### src/scb_pkg.sv
// Constants and state type of the scrub channel configuration bank.
// Assumes one 50 MHz clock and a synchronous active-low reset.
package scb_pkg;

    // Register port geometry
    localparam int unsigned AW = 12;
    localparam int unsigned DW = 32;
    localparam int unsigned NCH = 3;   // channels 2, 3 and 4

    // Register offsets, byte addresses
    localparam logic [11:0] OFS_CH1_END   = 12'h188;
    localparam logic [11:0] OFS_CH2_SETUP = 12'h190;
    localparam logic [11:0] OFS_CH2_START = 12'h194;
    localparam logic [11:0] OFS_CH2_END   = 12'h198;
    localparam logic [11:0] OFS_CH3_SETUP = 12'h1a0;
    localparam logic [11:0] OFS_CH3_START = 12'h1a4;
    localparam logic [11:0] OFS_CH3_END   = 12'h1a8;
    localparam logic [11:0] OFS_CH4_SETUP = 12'h1b0;
    localparam logic [11:0] OFS_CH4_START = 12'h1b4;
    localparam logic [11:0] OFS_CH4_END   = 12'h1b8;
    localparam logic [11:0] OFS_EVT_STS   = 12'h1e0;
    localparam logic [11:0] OFS_EVT_CLR   = 12'h1e4;
    localparam logic [11:0] OFS_EVT_EN    = 12'h1e8;
    localparam logic [11:0] OFS_CH_STRIDE = 12'h010;

    // Reset values and setup write mask
    localparam logic [31:0] RST_SETUP = 32'h1f00_0000;
    localparam logic [31:0] RST_ADDR  = 32'h0000_0000;
    localparam logic [31:0] SETUP_MASK = 32'h1f0f_3e4b;

    // Field positions of the channel setup word
    localparam int unsigned CAP_LSB  = 24;
    localparam int unsigned ESC_LSB  = 16;
    localparam int unsigned PAGE_BIT = 13;
    localparam int unsigned QOS_LSB  = 9;
    localparam int unsigned DONE_BIT = 6;
    localparam int unsigned MODE_BIT = 3;
    localparam int unsigned TRIG_LSB = 0;
    localparam logic [4:0] CAP_MIN  = 5'h08;

    // Physical address fields
    localparam int unsigned RANK_LSB = 22;
    localparam int unsigned BANK_LSB = 18;
    localparam int unsigned ROW_LSB  = 0;

    typedef struct packed {
        logic [31:0]          ch1_end;
        logic [2:0][31:0]     setup;
        logic [2:0][31:0]     rstart;
        logic [2:0][31:0]     rend;
        logic [2:0]           sts;
        logic [2:0]           ien;
        logic                 irq;
        logic [31:0]          rdata;
        logic [2:0][3:0]      esc_cnt;
        logic [2:0]           prio_up;
        logic [2:0]           pause;
        logic [2:0]           start;
        logic [2:0]           done_evt;
        logic [2:0]           issue_ok;
    } scb_state_t;

endpackage : scb_pkg
### src/scb_bank.sv
// Scrub channel configuration bank: setup, start and end registers for
// scrub channels 2 to 4, the channel 1 end register, and the per-channel
// control that those registers steer.
// Assumes the scrub engine, the trigger sources and the escalation
// prescaler sit on i_clk, so their inputs need no synchroniser.
//
// Decided for this implementation: strobed register access.
module scb_bank (
    input  wire logic                    i_clk,
    input  wire logic                    i_rst_n,
    // Register port
    input  wire logic [scb_pkg::AW-1:0]  i_addr,
    input  wire logic [scb_pkg::DW-1:0]  i_wdata,
    input  wire logic                    i_wr,
    input  wire logic                    i_rd,
    output logic      [scb_pkg::DW-1:0]  o_rdata,
    output logic                         o_irq,
    // Scrub engine side; in the per-channel vectors index 0 is channel 2
    input  wire logic [3:0]              i_trig_evt,
    input  wire logic                    i_esc_tick,
    input  wire logic [2:0]              i_ch_waiting,
    input  wire logic [2:0]              i_ch_at_page,
    input  wire logic [2:0]              i_ch_seq_done,
    input  wire logic [2:0][4:0]         i_ch_inflight,
    output logic      [2:0][4:0]         o_ch_cap,
    output logic      [2:0]              o_ch_issue_ok,
    output logic      [2:0]              o_ch_prio_up,
    output logic      [2:0]              o_ch_pause,
    output logic      [2:0][3:0]         o_ch_qos,
    output logic      [2:0]              o_ch_done_evt,
    output logic      [2:0]              o_ch_phys_mode,
    output logic      [2:0]              o_ch_start,
    output logic      [2:0][31:0]        o_ch_start_addr,
    output logic      [2:0][31:0]        o_ch_end_addr,
    output logic      [2:0][2:0]         o_ch_start_rank,
    output logic      [2:0][3:0]         o_ch_start_bank,
    output logic      [2:0][17:0]        o_ch_start_row,
    output logic      [2:0][2:0]         o_ch_end_rank,
    output logic      [2:0][3:0]         o_ch_end_bank,
    output logic      [2:0][17:0]        o_ch_end_row,
    output logic      [31:0]             o_ch1_end_addr
);
    import scb_pkg::*;

    scb_state_t s_q;
    scb_state_t s_d;

    // Next-state logic for the whole bank
    always_comb begin
        logic [4:0]  cap;
        logic [4:0]  cap_eff;
        logic [3:0]  esc;
        logic [11:0] base;
        logic [2:0]  clr;
        s_d = s_q;
        cap = 5'h00;
        cap_eff = 5'h00;
        esc = 4'h0;
        base = 12'h000;
        clr = 3'h0;

        // Register writes, allowed whatever the engine is doing
        if (i_wr) begin
            if (i_addr == OFS_CH1_END) begin
                s_d.ch1_end = i_wdata;
            end
            for (int c = 0; c < NCH; c++) begin
                base = 12'(OFS_CH2_SETUP + 12'(c) * OFS_CH_STRIDE);
                if (i_addr == base) begin
                    s_d.setup[c] = i_wdata & SETUP_MASK;
                end
                if (i_addr == 12'(base + 12'h004)) begin
                    s_d.rstart[c] = i_wdata;
                end
                if (i_addr == 12'(base + 12'h008)) begin
                    s_d.rend[c] = i_wdata;
                end
            end
            if (i_addr == OFS_EVT_EN) begin
                s_d.ien = i_wdata[2:0];
            end
            if (i_addr == OFS_EVT_CLR) begin
                clr = i_wdata[2:0];
            end
        end

        // Read data stands for one cycle only
        s_d.rdata = 32'h0000_0000;
        if (i_rd) begin
            unique case (i_addr)
                OFS_CH1_END:   s_d.rdata = s_q.ch1_end;
                OFS_CH2_SETUP: s_d.rdata = s_q.setup[0];
                OFS_CH2_START: s_d.rdata = s_q.rstart[0];
                OFS_CH2_END:   s_d.rdata = s_q.rend[0];
                OFS_CH3_SETUP: s_d.rdata = s_q.setup[1];
                OFS_CH3_START: s_d.rdata = s_q.rstart[1];
                OFS_CH3_END:   s_d.rdata = s_q.rend[1];
                OFS_CH4_SETUP: s_d.rdata = s_q.setup[2];
                OFS_CH4_START: s_d.rdata = s_q.rstart[2];
                OFS_CH4_END:   s_d.rdata = s_q.rend[2];
                OFS_EVT_STS:   s_d.rdata = {29'h0000_0000, s_q.sts};
                OFS_EVT_EN:    s_d.rdata = {29'h0000_0000, s_q.ien};
                default:       s_d.rdata = 32'h0000_0000; // Unmapped and clear reg
            endcase
        end

        // Per-channel control driven by the live setup words
        for (int c = 0; c < NCH; c++) begin
            cap = s_q.setup[c][CAP_LSB +: 5];
            esc = s_q.setup[c][ESC_LSB +: 4];
            // cap below 8 is unsupported, treated as 8
            cap_eff = (cap < CAP_MIN) ? CAP_MIN : cap;
            s_d.issue_ok[c] = i_ch_inflight[c] < cap_eff;

            if (!i_ch_waiting[c] || esc == 4'h0) begin
                s_d.esc_cnt[c] = 4'h0;
                s_d.prio_up[c] = 1'b0;
            end else if (i_esc_tick && !s_q.prio_up[c]) begin
                s_d.esc_cnt[c] = 4'(s_q.esc_cnt[c] + 4'h1);
                if (4'(s_q.esc_cnt[c] + 4'h1) >= esc) begin
                    s_d.prio_up[c] = 1'b1;
                end
            end

            s_d.pause[c] = s_q.setup[c][PAGE_BIT] & i_ch_at_page[c];

            s_d.start[c] = i_trig_evt[s_q.setup[c][TRIG_LSB +: 2]];

            // completion event gated by its enable
            s_d.done_evt[c] = s_q.setup[c][DONE_BIT] & i_ch_seq_done[c];
        end

        // Sticky status: a new event beats a clear in the same cycle
        s_d.sts = (s_q.sts & ~clr) | s_q.done_evt;
        s_d.irq = |(s_d.sts & s_d.ien);

        if (!i_rst_n) begin
            s_d = '0;
            for (int c = 0; c < NCH; c++) begin
                s_d.setup[c] = RST_SETUP;
                s_d.rstart[c] = RST_ADDR;
                s_d.rend[c] = RST_ADDR;
            end
            s_d.ch1_end = RST_ADDR;
        end
    end

    // State register, reset folded into the next value
    always_ff @(posedge i_clk) begin
        s_q <= s_d;
    end

    // Output map; every output is a flop or a slice of one
    assign o_rdata = s_q.rdata;
    assign o_irq = s_q.irq;
    assign o_ch_issue_ok = s_q.issue_ok;
    assign o_ch_prio_up = s_q.prio_up;
    assign o_ch_pause = s_q.pause;
    assign o_ch_start = s_q.start;
    assign o_ch_done_evt = s_q.done_evt;
    assign o_ch_start_addr = s_q.rstart;
    assign o_ch_end_addr = s_q.rend;
    assign o_ch1_end_addr = s_q.ch1_end;

    // Per-channel field fan-out; system mode consumers take the raw words
    for (genvar c = 0; c < NCH; c++) begin : g_ch
        assign o_ch_cap[c] = s_q.setup[c][CAP_LSB +: 5];
        assign o_ch_qos[c] = s_q.setup[c][QOS_LSB +: 4];
        assign o_ch_phys_mode[c] = s_q.setup[c][MODE_BIT];
        assign o_ch_start_rank[c] = s_q.rstart[c][RANK_LSB +: 3];
        assign o_ch_start_bank[c] = s_q.rstart[c][BANK_LSB +: 4];
        assign o_ch_start_row[c] = s_q.rstart[c][ROW_LSB +: 18];
        assign o_ch_end_rank[c] = s_q.rend[c][RANK_LSB +: 3];
        assign o_ch_end_bank[c] = s_q.rend[c][BANK_LSB +: 4];
        assign o_ch_end_row[c] = s_q.rend[c][ROW_LSB +: 18];
    end : g_ch

    // Per-channel checks; one copy each for channels 2 to 4
    for (genvar g = 0; g < NCH; g++) begin : g_chk
        // Register offsets of this channel
        localparam logic [11:0] SET_OFS = 12'(OFS_CH2_SETUP + 12'(g) * OFS_CH_STRIDE);
        localparam logic [11:0] BEG_OFS = 12'(SET_OFS + 12'h004);
        localparam logic [11:0] FIN_OFS = 12'(SET_OFS + 12'h008);

    end : g_chk
endmodule : scb_bank

### config.mk
export PLATFORM = sky130hd
export DESIGN_NAME = scb_bank
export DESIGN_NICKNAME = d
export VERILOG_FILES = /design/src/scb_pkg.sv /design/src/scb_bank.sv
export SDC_FILE = /design/constraint.sdc
export NUM_CORES = 1
export LEC_CHECK = 0
export ABC_AREA = 1
export BUFFER_PORTS_ARGS = -buffer_cell sky130_fd_sc_hd__buf_2
export CAP_MARGIN = 30
export CORE_MARGIN = 2
export CORE_UTILIZATION = 45
export DETAILED_ROUTE_END_ITERATION = 16
export PLACE_DENSITY = 0.71
export SYNTH_ARGS = -nofsm -noshare
export SYNTH_HDL_FRONTEND = slang
export SYNTH_SLANG_ARGS = --single-unit
### constraint.sdc
create_clock -name i_clk -period 3 [get_ports i_clk]
set_input_delay 0.3 -clock i_clk [delete_from_list [all_inputs] [get_ports i_clk]]
set_output_delay 0.3 -clock i_clk [all_outputs]
set_load 0.05 [all_outputs]
* After elaboration in Yosys (flattened, before gate mapping)
Index checks and enable logic that the tools add are counted.
** Word-level totals
- Input bits :: 77
- Bits in registers :: 344
- Memory bits (read-only) :: 0
- Logic and storage cells :: 110
- Memory bits (writable) :: 0
- Output and inout port bits :: 452
- Bits in latches :: 0
- Memories :: 0
** Operators by class
- Bitwise operators :: 11
- Multiply operators :: 0
- Add/subtract/negate cells :: 3
- Reductions and logical operators :: 33
- $lt $le $gt $ge :: 12
- Mux-type cells :: 14
- Div/mod/pow operators :: 0
- Shift-type cells :: 0
- Eq/ne operators :: 13
** Operators by type and width (number)
- $pmux W32 S12 :: 1
- $eq A12 B9 Y1 const B :: 13
- $reduce_and A2 Y1 :: 14
- $lt A5 B4 Y1 const B :: 3
- $lt A5 B5 Y1 :: 3
- $mux W5 :: 3
- $add A4 B1 Y4 const B :: 3
- $ge A4 B4 Y1 :: 3
- $logic_not A4 Y1 :: 3
- $mux W3 :: 4
- $lt A2 B3 Y1 const B :: 3
- $and A1 B1 Y1 :: 6
- $and A3 B3 Y3 :: 2
- $bmux W1 S2 :: 3
- $logic_not A1 Y1 :: 6
- $reduce_or A2 Y1 :: 3
- $logic_and A1 B1 Y1 :: 3
- $logic_or A1 B1 Y1 :: 3
- $mux W1 :: 3
- $not A3 Y3 :: 1
- $or A3 B3 Y3 :: 1
- $reduce_or A3 Y1 :: 1
- $not A1 Y1 :: 1

* Longest topological paths before layout
Gate-level depths: netlist of run 1.
- Depth in word-level cells :: 8
- Gate-level depth with buffers :: 12
- Depth with buffers taken out :: 12

* Least setup slack after synthesis of run 1
No wires, ideal clock.
- Path kind :: in2reg
- Start :: input i_addr[1] (netlist bit)
- End :: register s_q[338] (netlist bit)
- Path buffers :: 1
- Setup time :: 128 ps
- Data required time :: 2872 ps
- Slack :: 1409 ps
- Stages on the path :: 9
- Data arrival time :: 1463 ps
- Cell sequence :: nor2_2 > nand2_1 > nor2_1 > nand2_1 > inv_2 > nand2_2 > buf_2 > o21ai_0 > a21oi_1
** On the way
- Longest elaborated chain between the ends :: 2
** RTL lines
- start: declaration :: RTL line scb_bank.sv:12 : input wire logic [scb_pkg::AW-1:0] i_addr,
- $eq A12 B9 Y1 :: RTL line scb_bank.sv:69 : if (i_addr == base) begin
- $reduce_and A2 Y1 (no line)
- end signal: assignment :: RTL line scb_bank.sv:150 : s_q <= s_d;
- end: declaration :: RTL line scb_bank.sv:45 : scb_state_t s_q;
No other way between the ends.
A chain may end at the register's enable or synchronous reset.

* Worst setup path in the final report of run 1
- Start :: input i_addr[9] (netlist bit)
- End :: register s_q (netlist bit o_ch_start_addr[69])
** On the way
- Longest elaborated chain between the ends :: 2
** RTL lines
- $eq A12 B9 Y1 :: RTL line scb_bank.sv:72 : if (i_addr == 12'(base + 12'h004)) begin
- $reduce_and A2 Y1 (no line)
No other way between the ends.

==> impl_metrics.json, run 1 <==
{
  "max_stage_delay_ps": 400,
  "synth.area.top_cells": "dfxtp_1 38%, buf_4 19%, nand2_1 7.7%, a21oi_1 7.4%, o21ai_0 5.7%",
  "cp.arrival_ps": 2320,
  "netlist.area_leader.share": 0.3844,
  "holdPathStages": 3,
  "slew_headroom": 0.5404,
  "rr_worst_depth": 7,
  "die_w_microns": 203.5,
  "boundaryPins": 529,
  "critPathKind": "in -> reg",
  "synth_common_cells": "457 x buf_4, 366 x nand2_1, 344 x dfxtp_1",
  "clockBufferDepth": 3,
  "vias_per_cell": 5.258,
  "top_layer_used": "met5",
  "syn_inst": 2376,
  "synth_top_flop_cell": "dfxtp_1",
  "drc": 0,
  "hold_violations": 0,
  "wl_per_cell_microns": 20.22,
  "drtAntennaViolNets": 0,
  "synth_edf_count": 0,
  "grt_max_degree": 94,
  "post_route_cells_drive_above_1_share": 0.2821,
  "crit_required_ps": 3480,
  "n_fill_cell": 3962,
  "htree_levels": 2,
  "yosysMostFrequentCell": "buf_4",
  "startpoint_type": "input port",
  "vias": 15657,
  "synthAdderAreaFrac": 0.01885,
  "place.gp.congestion": 0.9507,
  "cts_buffers": 39,
  "grt_pass1_wl_microns": 88440,
  "port_buffers": 528,
  "setup_tns_ps": 0,
  "areaGrowthSynthToFinish_pct": 5.677,
  "grt_use_total": 0.2805,
  "wl_met3_microns": 4528,
  "status": "completed",
  "die_h_microns": 203.5,
  "avgSynthCellArea_sq_um": 7.541,
  "totalWireLength_microns": 60220,
  "dp_hpwl_microns": 43780,
  "coreArea_sq_um": 39550,
  "yosys_warnings": 0,
  "fmax_mhz": 541.4,
  "drt_first_pass_iters": 6,
  "muxShareOfSynthArea": 0,
  "crit_slowest_cell": "inv_2",
  "drt_iter0_drc": 1352,
  "start_util": 0.4530,
  "slew_violations": 0,
  "setup_viol": 0,
  "cap_violations": 0,
  "min_from": "i_wdata[13]",
  "dr_wl_met2_microns": 27820,
  "p_leak_nw": 9.329,
  "path_cells": "buf_2 > inv_1 > nand2_1 > nor2_2 > nand2_2 > nor2_4 > nand2_2 > inv_2 > buf_12 > o21ai_1 > a21oi_1",
  "root_buffer": "clkbuf_16",
  "finClkSkew_ps": 22.24,
  "crit_path_frequent_cell": "nand2_2",
  "hp-class": "in -> reg",
  "synth.cell_area_sq_um": 17920,
  "tightest_slew_ps": 687.0,
  "num_rows": 73,
  "dpl.cell_count": 2902,
  "ys_ff_latch": 344,
  "peakVddDrop_v": 0.0003414,
  "regToRegStartpoint": "s_q[19]",
  "synth_top_family_by_area": "buffers and inverters",
  "nets": 2528,
  "endpoint_kind": "flip-flop",
  "power.density_nw_per_um2": 508.8,
  "ys_types": 36,
  "cts_num_sinks": 344,
  "stdcell_count": 2978,
  "overflow": 0,
  "r2r_slack_ps": 1280,
  "ys_seq_area_frac": 0.3844,
  "holdPathEnd": "s_q[271]",
  "synth_xor_area_frac": 0.004399,
  "syn-num-nets": 2480,
  "period_share": 0.6156,
  "cts.reportedPaths.clkPinSlew_ps": 60,
  "crit_start": "i_addr[9]",
  "cts_tree": "yes",
  "crit-reg2reg-capture": "o_ch_prio_up[1]",
  "design.die.area_sq_um": 41430,
  "clkLatencyLatePin_ps": 560,
  "multi_input_area_sq_um": 6486,
  "rsz0062_at_grt": "no",
  "n_antenna_cell": 0,
  "synth_compound_gate_area_share": 0.1810,
  "regArea_sq_um": 6887,
  "synth-simple-area-share": 0.1566,
  "drt-met1-wl_microns": 25940,
  "grt_pass1_vias": 14437,
  "async_flop_share": 0,
  "final.min_clock_period_ps": 1847,
  "crit_path_max_fanout": 32,
  "antenna_found_initial": 2,
  "synth_area_leader_cell": "dfxtp_1"
}
cell families after synthesis:
kind of cell	after synthesis
flip-flops	344
XOR/XNOR	9
AND/OR/NAND/NOR	666
adder cells (fa/ha/maj)	27
buffers and inverters	725
AO/OA/AOI/OAI	605
critical path: cells and delay by family:
family | cells | cell delay [ps]
AOI/OAI and AO/OA | 2 | 210
buffers and inverters | 4 | 780
and+or+nand+nor | 5 | 990
cell type report:
class,count,area share
sequential,344,0.3637
multi-input combinational,1307,0.3426
timing repair buffer,568,0.1605
clock buffer,63,0.06165
tap,525,0.03469
inverter,164,0.03258
clock inverter,7,0.004295
stage by stage:
stage | worst slack (ps) | instance area [sq um] | power, mW | util | hold WS [ps]
after floorplan | 1409 | 17920 | 4.861 | - | 409.7
after global placement | 657.7 | 17630 | 5.003 | 0.4457 | 433.9
after detailed placement | 609.4 | 17630 | 5.007 | 0.4457 | 446.0
after CTS | 1180 | 18930 | 9.700 | 0.4788 | 24.65
after global routing | 906.9 | 18930 | 9.909 | 0.4788 | 49.32
final | 1153 | 18930 | 9.634 | 0.4788 | 47.73
timing repair:
item	CTS	global route
hold buffers	6	0
resized for setup	0	0
hold endpoints to repair	6	0
setup buffers	0	0
sequential cells by signal, indices dropped and copies added, names as in the netlist:
name and flops:
o_ch_end_addr 96, o_rdata 32, o_ch1_end_addr 32, o_ch_qos 12, o_irq 1, s_q 42, o_ch_start 3, o_ch_done_evt 3
o_ch_start_addr 96, o_ch_prio_up 3, o_ch_issue_ok 3, o_ch_pause 3, o_ch_cap 15, o_ch_phys_mode 3
worst max-delay path by stage:
stage                                     end  slack [ps]  cells past startpoint
after floorplan                      s_q[338]        1410                      9
after global placement    o_ch_start_addr[64]         660                     11
after detailed placement  o_ch_start_addr[72]         610                     11
after CTS                 o_ch_start_addr[72]        1180                     11
after global routing      o_ch_start_addr[69]         910                     11
final                     o_ch_start_addr[69]        1150                     11
layer usage:
| metal | vias up | GRT usage |
|---|---|---|
| met2 | 785 | 0.4576 |
| li1 | 7402 | - |
| met4 | 2 | 0.1019 |
| met5 | - | 0 |
| met3 | 129 | 0.03915 |
| met1 | 7339 | 0.3783 |
cells in the final DEF (no fill, tap or decap), types with 27 or more instances in the layout:
master / synthesis / routed
a21oi_1: 265 / 265
buf_2: 53 / 527
buf_4: 457 / 28
clkbuf_16: 0 / 40
dfxtp_1: 344 / 344
ha_1: 27 / 27
inv_1: 147 / 147
nand2_1: 366 / 365
nand3_1: 40 / 40
nand4_1: 35 / 35
nor2_1: 187 / 186
o21ai_0: 203 / 203
o21ai_1: 78 / 78
where the power goes:
part	leakage (nW)	switching, mW	internal (mW)
sequential	2.77	0.00171	4.57
clock	0.606	1.96	2.76
combinational	5.95	0.253	0.0922
total	9.33	2.21	7.42
(Power assumes the default switching activity.)
==> inputs of run 2 (changes only) <==
Clock period 3 ns to 1.7 ns, I/O delays scaled along.
==> impl_metrics.json, run 2 (synthesis gave the netlist of run 1 again) <==
{
  "status": "completed",
  "p_clk_frac": 0.489,
  "clockBufferDepth": 3,
  "slew_violations": 0,
  "holdWs_ps": 48.39,
  "crit_path_max_fanout": 4,
  "path_cells": "ha_1 > ha_1 > a21boi_1 > o21ai_0 > a21oi_1 > o21ai_1 > a21oi_1",
  "vias": 16062,
  "coreArea_sq_um": 39550,
  "drt_first_pass_iters": 5,
  "cts_tree": "yes",
  "holdPathStages": 3,
  "die_h_microns": 203.5,
  "critPathKind": "reg -> reg",
  "setup_viol": 0,
  "root_buffer": "clkbuf_16",
  "cts_num_sinks": 344,
  "hold_violations": 0,
  "totalWireLength_microns": 61600,
  "power.internal_mw": 13.23,
  "min_from": "i_wdata[12]",
  "final.min_clock_period_ps": 1597,
  "vias_per_cell": 5.190,
  "cts_buffers": 39,
  "post_route_cells_drive_above_1_share": 0.3013,
  "power.density_nw_per_um2": 848.7,
  "crit_required_ps": 2140,
  "postCtsSetupRepairBufs": 0,
  "combPwrFrac": 0.042,
  "totalPowerFinal_mw": 17.21,
  "setup_tns_ps": 0,
  "crit_slowest_cell": "dfxtp_2",
  "stdcell_count": 3095,
  "crit-reg2reg-capture": "o_ch_prio_up[2]",
  "slew_headroom": 0.6946,
  "num_rows": 73,
  "mostFrequentLayoutCells": "527 x buf_2, 365 x nand2_1, 341 x dfxtp_1",
  "startpoint_type": "flip-flop",
  "grt_pass1_vias": 14981,
  "p_leak_nw": 9.975,
  "areaGrowthSynthToFinish_pct": 13.19,
  "fmax_mhz": 626.3,
  "grt_pass1_wl_microns": 90560,
  "regToRegStartpoint": "s_q[23]",
  "r2r_slack_ps": 100,
  "boundaryPins": 529,
  "die_w_microns": 203.5,
  "seqPwrFrac": 0.469,
  "switching_share": 0.2313,
  "drtAntennaViolNets": 0,
  "drc": 0,
  "finalWorstSetupSlack_ps": 103.2,
  "dp_hpwl_microns": 46060,
  "grt_use_total": 0.2867,
  "cp.arrival_ps": 2040,
  "htree_levels": 2,
  "drt_iter0_drc": 1236,
  "switching_power_mw": 3.981,
  "grt_max_degree": 86,
  "hp-class": "in -> reg",
  "endpoint_kind": "flip-flop",
  "finClkSkew_ps": 18.77,
  "tightest_slew_ps": 457.6,
  "period_share": 0.9393,
  "peakVddDrop_v": 0.0006145,
  "cap_violations": 0,
  "preCtsSetupSlack_ps": -171.9,
  "cts.reportedPaths.clkPinSlew_ps": 60,
  "max_stage_delay_ps": 340,
  "holdPathEnd": "o_ch_qos[11]",
  "n_fill_cell": 3853,
  "dpl.cell_count": 2976,
  "wl_per_cell_microns": 19.90,
  "port_buffers": 528,
  "rr_worst_depth": 7,
  "rsz0062_at_grt": "yes",
  "place.gp.congestion": 0.9691,
  "design.die.area_sq_um": 41430,
  "nets": 2644,
  "final_common_cell": "buf_2",
  "clkLatencyLatePin_ps": 560,
  "start_util": 0.4530,
  "overflow": 0,
  "antenna_found_initial": 2
}
[run 2: cell types whose count changed in the layout (fill, tap and decap cells not counted), moves of 6 or more]
cell | previous run | this run
buf_4 | 28 | 74
dlygate4sd3_1 | 6 | 48
buf_12 | 6 | 34
clkinv_2 | 3 | 9
[run 2: final cells by class]
type                            instances  area, sq um  share of cell area
Antenna cell                            1        2.502           0.0001234
Clock buffer                           56         1121             0.05528
Clock inverter                         14        141.4            0.006971
Inverter                              164        616.8             0.03042
Multi-Input combinational cell       1307         6486              0.3198
Sequential cell                       344         6890              0.3397
Tap cell                              525        656.9             0.03239
Timing Repair Buffer                  684         4365              0.2153
[run 2: critical path, delay by kind of cell, from the launching register on]
family / cells / cell delay, ps
flip-flops: 1 / 340
adder cells (fa/ha/maj): 2 / 590
AO/OA/AOI/OAI: 5 / 560
[run 2: what timing repair did]
| item | 4_1_cts | 5_1_grt |
|---|---|---|
| pin swaps | 0 | 2 |
| hold endpoints to repair | 150 | 0 |
| hold buffers | 48 | 0 |
| gates resized for setup | 1 | 10 |
| endpoints found under the setup margin | 1 | 3 |
[run 2: through the flow]
| step | cell area (sq um) | utilization |
|---|---|---|
| final | 20280 | 0.5128 |
| after global routing | 20280 | 0.5128 |
| after CTS | 20280 | 0.5127 |
| after detailed placement | 18530 | 0.4686 |
| after global placement | 18530 | 0.4686 |
| after floorplan | 17920 | - |
[run 2: power groups by stage]
| stage | clock network (mW) | registers [mW] | logic (mW) |
|---|---|---|---|
| 2_1_floorplan | 0 | 8.25 | 0.327 |
| 3_3_place_gp | 0 | 8.25 | 0.603 |
| 3_5_place_dp | 0 | 8.25 | 0.613 |
| 4_1_cts | 8.54 | 8.07 | 0.702 |
| 5_1_grt | 8.86 | 8.07 | 0.767 |
| 6_report | 8.42 | 8.07 | 0.717 |
[run 2: worst max path at each step]
stage | startpoint | slack, ps | to
CTS | s_q[23] | 5 | o_ch_prio_up[2]
floorplan | s_q[15] | 180 | o_ch_prio_up[0]
finish | s_q[23] | 100 | o_ch_prio_up[2]
global route | s_q[19] | -10 | o_ch_prio_up[1]
detailed placement | i_addr[6] | -170 | o_ch_start_addr[8]
global placement | i_addr[6] | -130 | o_rdata[16]
[run 2: metal layers]
metal  up-vias  global-route usage  share of wire
li1       7639                   -              -
met1      7546              0.3868           0.43
met2       760              0.4668           0.47
met3       117             0.03963          0.073
met4         0              0.1066          0.030
met5         -                   0              0
